## config.mk

```make
export PLATFORM = sky130hd
export DESIGN_NAME = fsw_supervisor
export DESIGN_NICKNAME = d
export VERILOG_FILES = /design/src/fsw_supervisor.v
export VERILOG_INCLUDE_DIRS = /design/src
export SDC_FILE = /design/constraint.sdc
export NUM_CORES = 1
export LEC_CHECK = 0
export BUFFER_PORTS_ARGS = -buffer_cell sky130_fd_sc_hd__buf_2
export CAP_MARGIN = 10
export CORE_MARGIN = 8
export CORE_UTILIZATION = 55
export CTS_CLUSTER_DIAMETER = 40
export DETAILED_ROUTE_END_ITERATION = 12
export PLACE_DENSITY = 0.83
export SLEW_MARGIN = 20
export SYNTH_ARGS = -nofsm -noshare
export SYNTH_HDL_FRONTEND = slang
export SYNTH_SLANG_ARGS = --single-unit
```

## constraint.sdc

```tcl
create_clock -name sys_clk -period 2.1 [get_ports sys_clk]
set_input_delay 0.42 -clock sys_clk [delete_from_list [all_inputs] [get_ports sys_clk]]
set_output_delay 0.42 -clock sys_clk [all_outputs]
set_load 0.03 [all_outputs]
```

## src/fsw_defines.vh

```
/*
 fault supervisor constants: timing, pulldown codes, overcurrent modes.
 assumes inclusion by bare name from the supervisor module.
*/
`ifndef FSW_DEFINES_VH
`define FSW_DEFINES_VH

// overcurrent response modes
`define FSW_OC_LATCHED   2'h0
`define FSW_OC_CYCLE     2'h1
`define FSW_OC_WARNING   2'h2
`define FSW_OC_DISABLED  2'h3

// gate pulldown kinds reported on pd_kind_q
`define FSW_PD_NONE      2'h0
`define FSW_PD_NORMAL    2'h1
`define FSW_PD_OVERCUR   2'h2
`define FSW_PD_SEMI      2'h3

// power states
`define FSW_ST_SLEEP     2'h0
`define FSW_ST_WAKE      2'h1
`define FSW_ST_STANDBY   2'h2
`define FSW_ST_OPERATE   2'h3

// wake delay in microseconds and derived cycles at 40 MHz
`define FSW_WAKE_US      1
`define FSW_CLK_MHZ      40
`define FSW_WAKE_CYC     16'h0028

// watchdog window bounds in cycles (implementer values)
`define FSW_WD_LOWER     16'h0400
`define FSW_WD_UPPER     16'h4000

`endif

```

## src/fsw_supervisor.v

```verilog
/*
 fault supervisor: window watchdog, fault response mapping and power
 state sequencing for a multi-channel gate driver.
 assumes all inputs synchronous to sys_clk; fault detectors give levels;
 frame_error_pulse and clear_fault_command are one-cycle pulses.
*/
`timescale 1ns/10ps
`default_nettype none
`include "fsw_defines.vh"

module fsw_supervisor #(
    parameter        HW_VARIANT = 0,
    parameter [15:0] WD_LOWER   = `FSW_WD_LOWER,
    parameter [15:0] WD_UPPER   = `FSW_WD_UPPER
) (
    input  wire       sys_clk,
    input  wire       srst,
    input  wire       sleep_input,
    input  wire       logic_supply_ok,
    input  wire       power_supply_ok,
    input  wire       watchdog_enable_bit,
    input  wire       watchdog_toggle_bit,
    input  wire       watchdog_latch_mode,
    input  wire       driver_off_pin,
    input  wire       driver_enable_bit,
    input  wire       clear_fault_command,
    input  wire       frame_error_pulse,
    input  wire       overcurrent_detect,
    input  wire [1:0] overcurrent_mode,
    input  wire [3:0] overcurrent_pulldown_setting,
    input  wire       pwm_edge,
    input  wire       thermal_shutdown_detect,
    input  wire       thermal_warning_detect,
    output reg        watchdog_fault_flag,
    output reg        frame_error_flag,
    output reg        overcurrent_status_bits,
    output reg        shutdown_flag,
    output reg        overtemperature_warning_flag,
    output reg        warning_summary,
    output reg        fault_output_n,
    output reg        gate_enable,
    output reg  [1:0] pd_kind_q,
    output reg  [3:0] pd_current_q,
    output reg        charge_pump_en,
    output reg        current_sense_en,
    output reg        core_active,
    output reg  [1:0] power_state_q
);

    localparam [15:0] WAKE_CYC = `FSW_WAKE_CYC;

    reg  [1:0]  state_d;
    reg  [15:0] wake_cnt_q;
    reg  [15:0] wd_cnt_q;
    reg         wd_tog_q;
    reg         wd_trip_q;   // watchdog pulldown active
    reg         oc_trip_q;   // overcurrent pulldown active
    reg         wd_warn_q;
    reg         oc_warn_q;
    wire        in_sleep;
    wire        leave_rst;
    wire        wd_svc;
    wire        wd_early;
    wire        wd_expire;
    wire        wd_event;
    wire        oc_hit;
    wire        oc_act;
    wire        drv_allowed;
    reg  [15:0] wake_cnt_d;
    reg  [15:0] wd_cnt_d;
    reg         warn_d;
    reg         fault_n_d;
    reg         gate_en_d;
    reg  [1:0]  pd_kind_d;
    reg         pump_d;

    assign in_sleep  = ~sleep_input | ~logic_supply_ok;
    // leaving sleep passes through wake state, where the watchdog and fault latches reset
    assign leave_rst = srst | (power_state_q == `FSW_ST_SLEEP)
                       | (power_state_q == `FSW_ST_WAKE);

    assign wd_svc    = watchdog_enable_bit &
                       (watchdog_toggle_bit != wd_tog_q);
    assign wd_early  = wd_svc & (wd_cnt_q < WD_LOWER);
    // a service at the upper bound is already late
    assign wd_expire = watchdog_enable_bit &
                       (wd_cnt_q >= WD_UPPER);
    assign wd_event  = wd_early | wd_expire;

    assign oc_hit = overcurrent_detect &
                    (overcurrent_mode != `FSW_OC_DISABLED);
    assign oc_act = oc_hit & ((overcurrent_mode == `FSW_OC_LATCHED) |
                              (overcurrent_mode == `FSW_OC_CYCLE));

    // hardware variant needs no enable bit and has no host
    assign drv_allowed = (power_state_q == `FSW_ST_OPERATE) &
                         power_supply_ok & ~driver_off_pin &
                         ((HW_VARIANT != 0) | driver_enable_bit);

    always @* begin
        state_d = power_state_q;
        case (power_state_q)
            `FSW_ST_SLEEP: begin
                state_d = `FSW_ST_WAKE;
            end
            `FSW_ST_WAKE: begin
                if (wake_cnt_q >= WAKE_CYC - 16'h0001) begin
                    state_d = `FSW_ST_STANDBY;
                end
            end
            `FSW_ST_STANDBY: begin
                if (power_supply_ok) begin
                    state_d = `FSW_ST_OPERATE;
                end
            end
            default: begin
                if (!power_supply_ok) begin
                    state_d = `FSW_ST_STANDBY;
                end
            end
        endcase
        if (in_sleep) begin
            state_d = `FSW_ST_SLEEP;
        end
    end

    always @* begin
        wake_cnt_d = 16'h0000;
        if (power_state_q == `FSW_ST_WAKE) begin
            wake_cnt_d = wake_cnt_q + 16'h0001;
        end
    end

    always @(posedge sys_clk) begin
        if (srst) begin
            power_state_q <= `FSW_ST_SLEEP;
            wake_cnt_q    <= 16'h0000;
        end else begin
            power_state_q <= state_d;
            wake_cnt_q    <= wake_cnt_d;
        end
    end

    // counter held at zero while disabled, saturates at the top
    always @* begin
        wd_cnt_d = wd_cnt_q;
        if (!watchdog_enable_bit || wd_svc || wd_event) begin
            wd_cnt_d = 16'h0000;
        end else if (wd_cnt_q != 16'hffff) begin
            wd_cnt_d = wd_cnt_q + 16'h0001;
        end
    end

    always @(posedge sys_clk) begin
        if (leave_rst) begin
            wd_cnt_q <= 16'h0000;
            wd_tog_q <= 1'b0;
        end else begin
            wd_cnt_q <= wd_cnt_d;
            wd_tog_q <= watchdog_toggle_bit;
        end
    end

    // set wins over clear on every sticky flag
    always @(posedge sys_clk) begin
        if (leave_rst) begin
            watchdog_fault_flag <= 1'b0;
            wd_trip_q           <= 1'b0;
            wd_warn_q           <= 1'b0;
        end else if (wd_event) begin
            watchdog_fault_flag <= 1'b1;
            wd_trip_q           <= watchdog_latch_mode;
            wd_warn_q           <= ~watchdog_latch_mode;
        end else if (clear_fault_command) begin
            watchdog_fault_flag <= 1'b0;
            wd_trip_q           <= 1'b0;
            wd_warn_q           <= 1'b0;
        end
    end

    always @(posedge sys_clk) begin
        if (leave_rst) begin
            frame_error_flag <= 1'b0;
        end else if (frame_error_pulse) begin
            frame_error_flag <= 1'b1;
        end else if (clear_fault_command) begin
            frame_error_flag <= 1'b0;
        end
    end

    // cycle mode: the next pwm edge re-arms the drivers, status stays
    always @(posedge sys_clk) begin
        if (leave_rst) begin
            overcurrent_status_bits <= 1'b0;
            oc_trip_q               <= 1'b0;
            oc_warn_q               <= 1'b0;
        end else begin
            if (oc_hit) begin
                overcurrent_status_bits <= 1'b1;
            end else if (clear_fault_command) begin
                overcurrent_status_bits <= 1'b0;
            end
            if (oc_act) begin
                oc_trip_q <= 1'b1;
            end else if (clear_fault_command) begin
                oc_trip_q <= 1'b0;
            end else if (pwm_edge &&
                         overcurrent_mode == `FSW_OC_CYCLE) begin
                oc_trip_q <= 1'b0;
            end
            if (oc_hit && overcurrent_mode == `FSW_OC_WARNING) begin
                oc_warn_q <= 1'b1;
            end else if (clear_fault_command) begin
                oc_warn_q <= 1'b0;
            end
        end
    end

    always @(posedge sys_clk) begin
        if (leave_rst) begin
            shutdown_flag                <= 1'b0;
            overtemperature_warning_flag <= 1'b0;
        end else begin
            if (thermal_shutdown_detect) begin
                shutdown_flag <= 1'b1;
            end else if (clear_fault_command) begin
                shutdown_flag <= 1'b0;
            end
            if (thermal_warning_detect) begin
                overtemperature_warning_flag <= 1'b1;
            end else if (clear_fault_command) begin
                overtemperature_warning_flag <= 1'b0;
            end
        end
    end

    // next values of the outputs, from the current state of the latches
    always @* begin
        warn_d    = wd_warn_q | oc_warn_q |
                    overtemperature_warning_flag;
        fault_n_d = ~(wd_trip_q | oc_trip_q | shutdown_flag);
        pump_d    = (power_state_q == `FSW_ST_OPERATE) &
                    power_supply_ok & ~shutdown_flag;
        gate_en_d = 1'b0;
        pd_kind_d = `FSW_PD_NORMAL;
        // passive pulldown in sleep reported as semi-active too
        if (leave_rst || shutdown_flag) begin
            pd_kind_d = `FSW_PD_SEMI;
        end else if (oc_trip_q) begin
            pd_kind_d = `FSW_PD_OVERCUR;
        end else if (wd_trip_q || !drv_allowed) begin
            pd_kind_d = `FSW_PD_NORMAL;
        end else begin
            gate_en_d = 1'b1;
            pd_kind_d = `FSW_PD_NONE;
        end
    end

    always @(posedge sys_clk) begin
        if (srst) begin
            warning_summary  <= 1'b0;
            fault_output_n   <= 1'b1;
            gate_enable      <= 1'b0;
            pd_kind_q        <= `FSW_PD_SEMI;
            pd_current_q     <= 4'h0;
            charge_pump_en   <= 1'b0;
            current_sense_en <= 1'b0;
            core_active      <= 1'b0;
        end else begin
            warning_summary  <= warn_d;
            fault_output_n   <= fault_n_d;
            gate_enable      <= gate_en_d;
            pd_kind_q        <= pd_kind_d;
            pd_current_q     <= overcurrent_pulldown_setting;
            charge_pump_en   <= pump_d;
            current_sense_en <= pump_d;
            core_active      <= ~leave_rst;
        end
    end

endmodule
`default_nettype wire

```

# Word level (Yosys, flattened, before mapping)
# Index checks and enable logic that the tools add are counted.
# W data, S select, Z words.
[op_classes]
n_addsub = 2
n_mul = 0
div_mod_pow = 0
magnitude_cmp = 3
n_eq_ne = 11
n_shift = 0
muxes = 19
bitwise = 26
reduce_logical = 23
[op_table]
columns = ["op", "count"]
rows = [
  ["$add A16 B1 Y16 const B", 2],
  ["$ge A16 B15 Y1 const B", 1],
  ["$ge A16 B6 Y1 const B", 1],
  ["$lt A16 B11 Y1 const B", 1],
  ["$ne A16 B16 Y1 const B", 1],
  ["$mux W1", 15],
  ["$reduce_bool A2 Y1", 6],
  ["$and A1 B1 Y1", 9],
  ["$or A1 B1 Y1", 9],
  ["$not A1 Y1", 8],
  ["$reduce_or A2 Y1", 4],
  ["$eq A2 B2 Y1 const B", 3],
  ["$mux W2", 3],
  ["$ne A2 B2 Y1 const B", 3],
  ["$pmux W2 S3", 1],
  ["$eq A2 B1 Y1 const B", 2],
  ["$logic_not A2 Y1", 2],
  ["$logic_or A1 B1 Y1", 4],
  ["$ne A4 B1 Y1 const B", 1],
  ["$reduce_and A3 Y1", 1],
  ["$reduce_bool A3 Y1", 1],
  ["$reduce_or A3 Y1", 1],
  ["$logic_and A1 B1 Y1", 2],
  ["$logic_not A1 Y1", 2],
  ["$ne A1 B1 Y1", 1],
]
[word_totals]
regBits = 55
latch_bits = 0
mem_bits_rw = 0
mem_bits_ro = 0
n_memories = 0

# Depth between registers and ports, before layout
# Gate-level depths: netlist of the first run.
[logic_depth]
word_depth = 8
ltp_mapped = 7
ltp_nobuf = 7

# Least setup slack after synthesis of the first run
# Ideal clock, no wire load.
[synth_timing]
kind = "register to register"
from = "register power_state_q[0]"
to = "register gate_enable"
setup_time_ns = 0.064
arrival_time_ns = 1.840
required_time_ns = 2.036
path_slack_ns = 0.196
stages_incl_launch_ff = 7
path_buffers = 1
path_cell_list = "dfxtp_1 -> inv_1 -> ha_1 -> or3_4 -> buf_6 -> or3_4 -> nor2_1"
[synth_via]
elab_chain_len = 7
elab_cells_between_ends = 13
classes_between = "eq/ne: 2; mux: 1; bitwise: 5; reduce/logical: 5"
[synth_rtl]
columns = ["element", "line", "text"]
rows = [
  ["start, declared", "fsw_supervisor.v:47", "output reg [1:0] power_state_q"],
  ["start signal, assigned", "fsw_supervisor.v:136", "power_state_q <= `FSW_ST_SLEEP;"],
  ["start signal, assigned", "fsw_supervisor.v:139", "power_state_q <= state_d;"],
  ["$eq A2 B2 Y1 (no line)", "--", ""],
  ["$and A1 B1 Y1 (3 in a row)", "fsw_supervisor.v:96", "assign drv_allowed = (power_state_q == `FSW_ST_OPERATE) &"],
  ["$logic_not A1 Y1", "fsw_supervisor.v:251", "end else if (wd_trip_q || !drv_allowed) begin"],
  ["$logic_or A1 B1 Y1", "fsw_supervisor.v:251", ""],
  ["$mux W1", "fsw_supervisor.v:251", ""],
  ["end signal, assigned", "fsw_supervisor.v:272", "gate_enable <= gate_en_d;"],
  ["end, declared", "fsw_supervisor.v:41", "output reg gate_enable,"],
]
# Several ways; a longest one is shown, not always the timed one.
# A chain may end at the register's enable or synchronous reset.

# Worst setup path after layout of the first run
[layout_timing]
from = "register power_state_q[0]"
to = "register wd_cnt_q[14]"
[layout_via]
elab_chain_len = 4
elab_cells_between_ends = 5
classes_between = "eq/ne: 1; bitwise: 2; reduce/logical: 2"
[layout_rtl]
columns = ["element", "line", "text"]
rows = [
  ["$logic_not A2 Y1", "--", ""],
  ["$or A1 B1 Y1", "fsw_supervisor.v:79", "assign leave_rst = srst | (power_state_q == `FSW_ST_SLEEP)"],
  ["$or A1 B1 Y1 *", "fsw_supervisor.v:79", ""],
  ["$reduce_or A2 Y1 (no line) *", "--", ""],
  ["end signal, assigned", "fsw_supervisor.v:159", "wd_cnt_q <= wd_cnt_d;"],
  ["end, declared", "fsw_supervisor.v:54", "reg [15:0] wd_cnt_q;"],
]
# Mark *: on every way between the ends. The rest lies on a longest branch, timed or not.

==> key figures, run 1 <==
Clocking
  • Root buf cell: clkbuf_8
  • Post CTS Setup Buffer Count: 0
  • Worst-Skew Late Latency: 0.30 ns
  • H-tree depth: 2
  • CTS tree: yes
  • Num CTS Buffers: 5
  • Post-CTS Resized: 0
  • Hold Buf Count CTS: 0
  • Clock slew at reported path FFs: 0.10 ns
  • Clk sinks: 55
  • Clock tree buffer depth: 2

Synth
  • Cell taking the most area after synthesis: dfxtp_1
  • Synth area leaders: dfxtp_1 (48%), nor2_1 (6.4%), xnor2_1 (4.6%)
  • Synth Net Count: 278
  • Top FF cell, synth: dfxtp_1
  • Mapped Area: 2300 um^2
  • Async SR Flop Fraction: 0%
  • Post-synth top area share: 47.88%
  • Post-synth cell types: 46
  • Synth warnings: 0
  • Post-synth EDFFs: 0
  • Average size of a mapped cell: 9.236 um^2
  • Yosys reg bits: 55
  • Register area share after synthesis: 47.88%
  • Synthesized instance count: 249

Timing
  • Final period utilization: 89.52%
  • Worst setup margin: 0.2200 ns
  • # setup viols final: 0
  • RSZ-0062 raised after global routing: false
  • Slew headroom: 59.97%
  • Hold Violations, Final: 0
  • F_max: 531.9 MHz
  • Minimum clock period: 1.880 ns
  • Clk_skew: 0.009036 ns
  • Worst-Margin Slew: 0.6005 ns
  • Setup TNS: 0 ns
  • Slew Limit Fails: 0

Setup path
  • Data arrival time of the worst path: 2.10 ns
  • Critical path class: reg2reg
  • Crit path required time: 2.32 ns
  • Buf+Inv Stages, Crit Path: 2
  • Critical path launch point type: flip-flop
  • Max incr delay on CP: 0.46 ns
  • Critical Path Fanout Max: 15
  • CP endpoint kind: flip-flop
  • Slowest-stage cell, CP: or3_4
  • Worst path top cell family by delay: simple AND/OR/NAND/NOR gates
  • Crit path cell chain: inv_1, ha_1, or3_4, inv_2, nand4_4, nor3_1

Placed design
  • Port Buf Inserts: 40
  • Final GP Congestion: 0.8461
  • Detail Placement HPWL: 3137 um
  • Pre-CTS worst setup slack: 0.1978 ns
  • Placed insts: 333

Pwr
  • Tot Pwr: 1.884 mW
  • P_leak: 1.030 nW
  • P per Cell Area: 713.1 nW/um^2
  • Max VDD drop: 0.4676 mV

Floorplanning
  • Die W: 80.66 um
  • IO Pins: 41
  • Starting Density: 57.49%
  • CORE AREA: 4000 um^2
  • Chip height: 80.66 um
  • # rows: 23
  • Total die area: 6506 um^2

Finish
  • N_diodes: 0
  • Share of cells above drive strength 1: 20.62%
  • Finished Layout Cells: 341
  • Post-layout util: 66.03%
  • Synthesis-to-layout area growth: 14.85%
  • Final nets: 319

Drt
  • Initial DRC Count: 100
  • DRT Pass-1 Iters: 4
  • ANT nets after route: 0
  • DRC: 0
  • Via density: 5.261
  • Total Wirelength: 4177 um
  • Via count: 1794
  • WL/cell: 12.25 um

GRT
  • Gr usage total: 13.34%
  • Global-route wire length before repair: 7079 um
  • Vias in the first global route: 1638
  • Grt ovf: 0
  • Initial antenna violation count: 0
  • Largest net degree at the start of global routing: 18

Status
  • Status: completed

Flow run
  • Max_cap viols: 0

Worst hold path
  • Min-Delay Path Class: in2reg
==> worst paths after layout <==
kind	start	endpoint	slack (ns)	cells past startpoint
setup reg to reg	power_state_q[0]$_SDFFE_PP0P_	wd_cnt_q[14]$_SDFFE_PP0P_	0.22	6
setup / recovery	power_state_q[0]$_SDFFE_PP0P_	wd_cnt_q[14]$_SDFFE_PP0P_	0.22	6
hold reg to reg	wake_cnt_q[0]$_SDFF_PP0_	wake_cnt_q[0]$_SDFF_PP0_	0.47	1
hold / removal	overcurrent_pulldown_setting[2]	pd_current_q[2]$_SDFF_PP0_	0.32	2
==> report_power, final <==
group | internal (mW) | switching [mW] | total (mW)
clock network | 0.392 | 0.328 | 0.720
registers | 1.05 | 0.00702 | 1.06
logic | 0.0396 | 0.0623 | 0.102
==> area by class of cell <==
class                   instances  area, um^2
inverters                       8       30.03
clock inverters                 2       38.79
flip-flops and latches         55        1101
well taps                      50       62.56
repair buffers                 40       200.2
clock buffers                   6       82.58
multi-input cells             180        1126
fillers                       336        1359
==> kinds of logic after synthesis <==
| family | after synthesis | synth area share (%) |
|---|---|---|
| other | 1 | 0.1631 |
| XOR/XNOR | 21 | 7.998 |
| buffers and inverters | 14 | 3.155 |
| AND/OR/NAND/NOR | 117 | 27.91 |
| AO/OA/AOI/OAI | 33 | 8.651 |
| multiplexers | 1 | 0.4353 |
| flip-flops | 55 | 47.88 |
| adder cells (fa/ha/maj) | 7 | 3.808 |
==> layer usage <==
metal  global-route usage (%)  up-vias  part of all wire [%]
met3                    4.241        9                   8.0
met2                    20.61       39                    44
li1                         -      944                     -
met5                        0        -                     0
met4                    6.071        0                   1.8
met1                    16.48      802                    46
==> cell usage after synthesis (2+ instances only) <==
library cell / instances
a21oi_1: 13
and3_1: 7
and4_1: 4
and4_4: 2
buf_6: 2
clkbuf_1: 2
dfxtp_1: 55
ha_1: 7
inv_1: 6
nand2_1: 16
nand2b_1: 2
nand3_1: 9
nand4_1: 6
nor2_1: 39
nor2b_1: 5
nor3_1: 8
nor4_1: 2
o211ai_1: 3
o21a_1: 2
o21ai_0: 8
or2_2: 2
or3_1: 5
or3_4: 2
xnor2_1: 12
xor2_1: 9
==> state kept, by name, indices dropped and copies added (netlist names), 2 cells and up <==
name           cells
pd_current_q       4
pd_kind_q          2
power_state_q      2
wake_cnt_q        16
wd_cnt_q          16
==> stage by stage <==
stage / instance area (um^2) / hold slack [ns]
finish: 2641 / 0.3176
global route: 2641 / 0.3087
CTS: 2641 / 0.3120
detailed placement: 2520 / 0.4508
global placement: 2520 / 0.4438
floorplan: 2300 / 0.4299
==> cells in the final DEF (no fill, tap or decap), types with 2 or more instances in the layout <==
cell type	netlist	routed
nand2_1	16	16
a21oi_1	13	13
nor2b_1	5	5
nand2b_1	2	2
nor2_1	39	39
or3_4	2	2
and4_1	4	4
or3_1	5	5
buf_2	1	40
nor3_1	8	8
clkbuf_8	0	6
o21ai_0	8	8
o211ai_1	3	3
and4_4	2	2
dfxtp_1	55	55
nand4_1	6	6
or2_2	2	2
inv_1	6	6
xnor2_1	12	12
nand3_1	9	9
and3_1	7	7
nor4_1	2	2
ha_1	7	7
xor2_1	9	9
o21a_1	2	2
No activity file was read; power rests on OpenSTA's default activity.
==> run 2: changes to the inputs <==
==> constraint.sdc (replaced) <==
create_clock -name sys_clk -period 2.1 [get_ports sys_clk]
set_input_delay 0.525 -clock sys_clk [delete_from_list [all_inputs] [get_ports sys_clk]]
set_output_delay 0.525 -clock sys_clk [all_outputs]
set_load 0.03 [all_outputs]
==> run 2 against run 1 <==
  * Sequential power about the same
  * Global-route usage up 0.054 points
  * Combinational power hardly changed
  * Critical endpoint unchanged
  * Largest power group unchanged
==> key figures, run 2 (same netlist as run 1, synthesis figures left out) <==
Finish
  • Commonest non-fill, non-tap cell in the layout: dfxtp_1 (unchanged)
  • Register area: 1101 um^2 (unchanged)
  • Synthesis-to-layout area growth: 13.98% (was 14.85%)
  • Fill count: 321 (was 336)
  • Largest registers: wake_cnt_q: 16 flops, wd_cnt_q: 16 flops, pd_current_q: 4 flops (unchanged)
  • Footprint of the multi-input gates: 1126 um^2 (unchanged)
  • Post-layout util: 65.53% (was 66.03%)
  • N_diodes: 0 (unchanged)
  • Finished Layout Cells: 342 (was 341)
  • Commonest cells after routing, fill and taps aside: dfxtp_1 (55), buf_2 (40), nor2_1 (39) (unchanged)
  • Share of cells above drive strength 1: 20.89% (was 20.62%)
  • Final nets: 320 (was 319)

GRT
  • Initial antenna violation count: 0 (unchanged)
  • Grt ovf: 0 (unchanged)
  • Vias in the first global route: 1631 (was 1638)
  • Largest net degree at the start of global routing: 19 (was 18)
  • Met2 Track Usage GR: 21.97% (was 20.61%)
  • Global-route wire length before repair: 7072 um (was 7079 um)
  • GRT Max-Usage Layer: met2 (unchanged)
  • Gr usage total: 13.39% (was 13.34%)
  • Met1 Resource Use GR: 15.44% (was 16.48%)
  • GR Layer Usage met3: 4.799% (was 4.241%)

Floorplanning
  • CORE AREA: 4000 um^2 (unchanged)
  • Starting Density: 57.49% (unchanged)
  • Chip height: 80.66 um (unchanged)
  • IO Pins: 41 (unchanged)
  • Die W: 80.66 um (unchanged)
  • # rows: 23 (unchanged)
  • Total die area: 6506 um^2 (unchanged)

Clocking
  • Hold Buf Count CTS: 0 (unchanged)
  • Post-CTS Resized: 0 (unchanged)
  • H-tree depth: 2 (unchanged)
  • Root buf cell: clkbuf_8 (unchanged)
  • Clock tree buffer depth: 2 (unchanged)
  • CTS tree: yes (unchanged)
  • Post CTS Setup Buffer Count: 0 (unchanged)
  • Worst-Skew Late Latency: 0.31 ns (was 0.30 ns)
  • Clock slew at reported path FFs: 0.10 ns (about the same)
  • Num CTS Buffers: 5 (unchanged)
  • Clk sinks: 55 (unchanged)

Timing
  • Minimum clock period: 1.893 ns (was 1.880 ns)
  • Slew Limit Fails: 0 (unchanged)
  • Clk_skew: 0.007916 ns (was 0.009036 ns)
  • Setup TNS: 0 ns (unchanged)
  • Slew headroom: 59.38% (was 59.97%)
  • # setup viols final: 0 (unchanged)
  • F_max: 528.3 MHz (was 531.9 MHz)
  • Final period utilization: 90.14% (was 89.52%)
  • Worst-Margin Slew: 0.6093 ns (was 0.6005 ns)
  • RSZ-0062 raised after global routing: false (unchanged)
  • Hold Violations, Final: 0 (unchanged)

Pwr
  • Clock power share: 33.3% (was 38.2%)
  • Max VDD drop: 0.4029 mV (was 0.4676 mV)
  • P_leak: 1.017 nW (was 1.030 nW)
  • Int Pwr: 1.335 mW (was 1.487 mW)
  • P per Cell Area: 666.6 nW/um^2 (was 713.1 nW/um^2)
  • Sequential Power Share: 60.8% (was 56.4%)
  • Combinational share of power: 6.0% (was 5.4%)
  • Switching pwr: 0.4127 mW (was 0.3971 mW)
  • Sw Ratio: 23.62% (was 21.08%)

Setup path
  • Critical path launch point type: flip-flop (unchanged)
  • Critical Path Fanout Max: 15 (unchanged)
  • Data arrival time of the worst path: 2.12 ns (was 2.10 ns)
  • Critical path class: reg2reg (unchanged)
  • CP endpoint kind: flip-flop (unchanged)
  • Crit path required time: 2.33 ns (was 2.32 ns)

Drt
  • WL/cell: 12.37 um (was 12.25 um)
  • Initial DRC Count: 76 (was 100)
  • Via count: 1824 (was 1794)
  • DRT Pass-1 Iters: 4 (unchanged)
  • Total Wirelength: 4231 um (was 4177 um)
  • ANT nets after route: 0 (unchanged)
  • Via density: 5.333 (was 5.261)
  • DRC: 0 (unchanged)

Status
  • Status: completed (unchanged)

Worst hold path
  • Min-Delay Path Class: in2reg (unchanged)

Placed design
  • Final GP Congestion: 0.8362 (was 0.8461)
  • Placed insts: 334 (was 333)
  • Port Buf Inserts: 40 (unchanged)
  • Detail Placement HPWL: 3186 um (was 3137 um)

Flow run
  • Max_cap viols: 0 (unchanged)
## run 2: cell count changes in the layout (fill, tap and decap cells not counted)
cell,previous run,this run
buf_4,0,1
clkinvlp_4,0,1
clkinv_4,0,2
inv_6,1,0
clkbuf_8,6,5
bufinv_16,1,0
## run 2: through the flow
| step | total power, mW | area, um^2 | hold slack (ns) | worst slack, ns |
|---|---|---|---|---|
| final | 1.747 | 2621 | 0.4189 | 0.2071 |
| after global routing | 1.834 | 2621 | 0.4084 | 0.01212 |
| after CTS | 1.775 | 2621 | 0.4042 | 0.1764 |
| after detailed placement | 1.191 | 2527 | 0.4506 | 0.1998 |
| after global placement | 1.189 | 2527 | 0.4449 | 0.3101 |
| after floorplan | 1.147 | 2300 | 0.4299 | 0.1964 |
## run 2: final cells by class
class / instances / area share [%]
flip-flops and latches: 55 / 42.00
well taps: 50 / 2.387
multi-input cells: 180 / 42.96
inverters: 8 / 1.146
clock inverters: 3 / 0.9547
clock buffers: 5 / 2.625
repair buffers: 41 / 7.924
## run 2: critical path, stage by stage, from the launching register on
cell and delay, ns:
dfxtp_1 0.42, inv_1 0.11, ha_1 0.23, or3_4 0.46
inv_2 0.13, nand4_4 0.22, nor3_1 0.23
## run 2: worst paths after layout
kind	slack (ns)	cells past startpoint	from	endpoint
max reg2reg	0.21	6	power_state_q[0]$_SDFFE_PP0P_	wd_cnt_q[14]$_SDFFE_PP0P_
min reg2reg	0.46	2	watchdog_fault_flag$_SDFFE_PN0P_	watchdog_fault_flag$_SDFFE_PN0P_
min	0.42	3	frame_error_pulse	frame_error_flag$_SDFFE_PN0P_
max	0.21	6	power_state_q[0]$_SDFFE_PP0P_	wd_cnt_q[14]$_SDFFE_PP0P_
## run 2: power groups by stage
stage | Combinational (mW) | Clock, mW | Sequential, mW
2_1_floorplan | 0.0418 | 0 | 1.11
3_3_place_gp | 0.103 | 0 | 1.09
3_5_place_dp | 0.104 | 0 | 1.09
4_1_cts | 0.105 | 0.608 | 1.06
5_1_grt | 0.115 | 0.654 | 1.06
6_report | 0.104 | 0.581 | 1.06
## run 2: per-layer routing
metal / wire length, um / vias to the layer above
li1: - / 940
met1: 1943 / 841
met2: 1928 / 41
met3: 338 / 2
met4: 20 / 0
met5: 0 / -
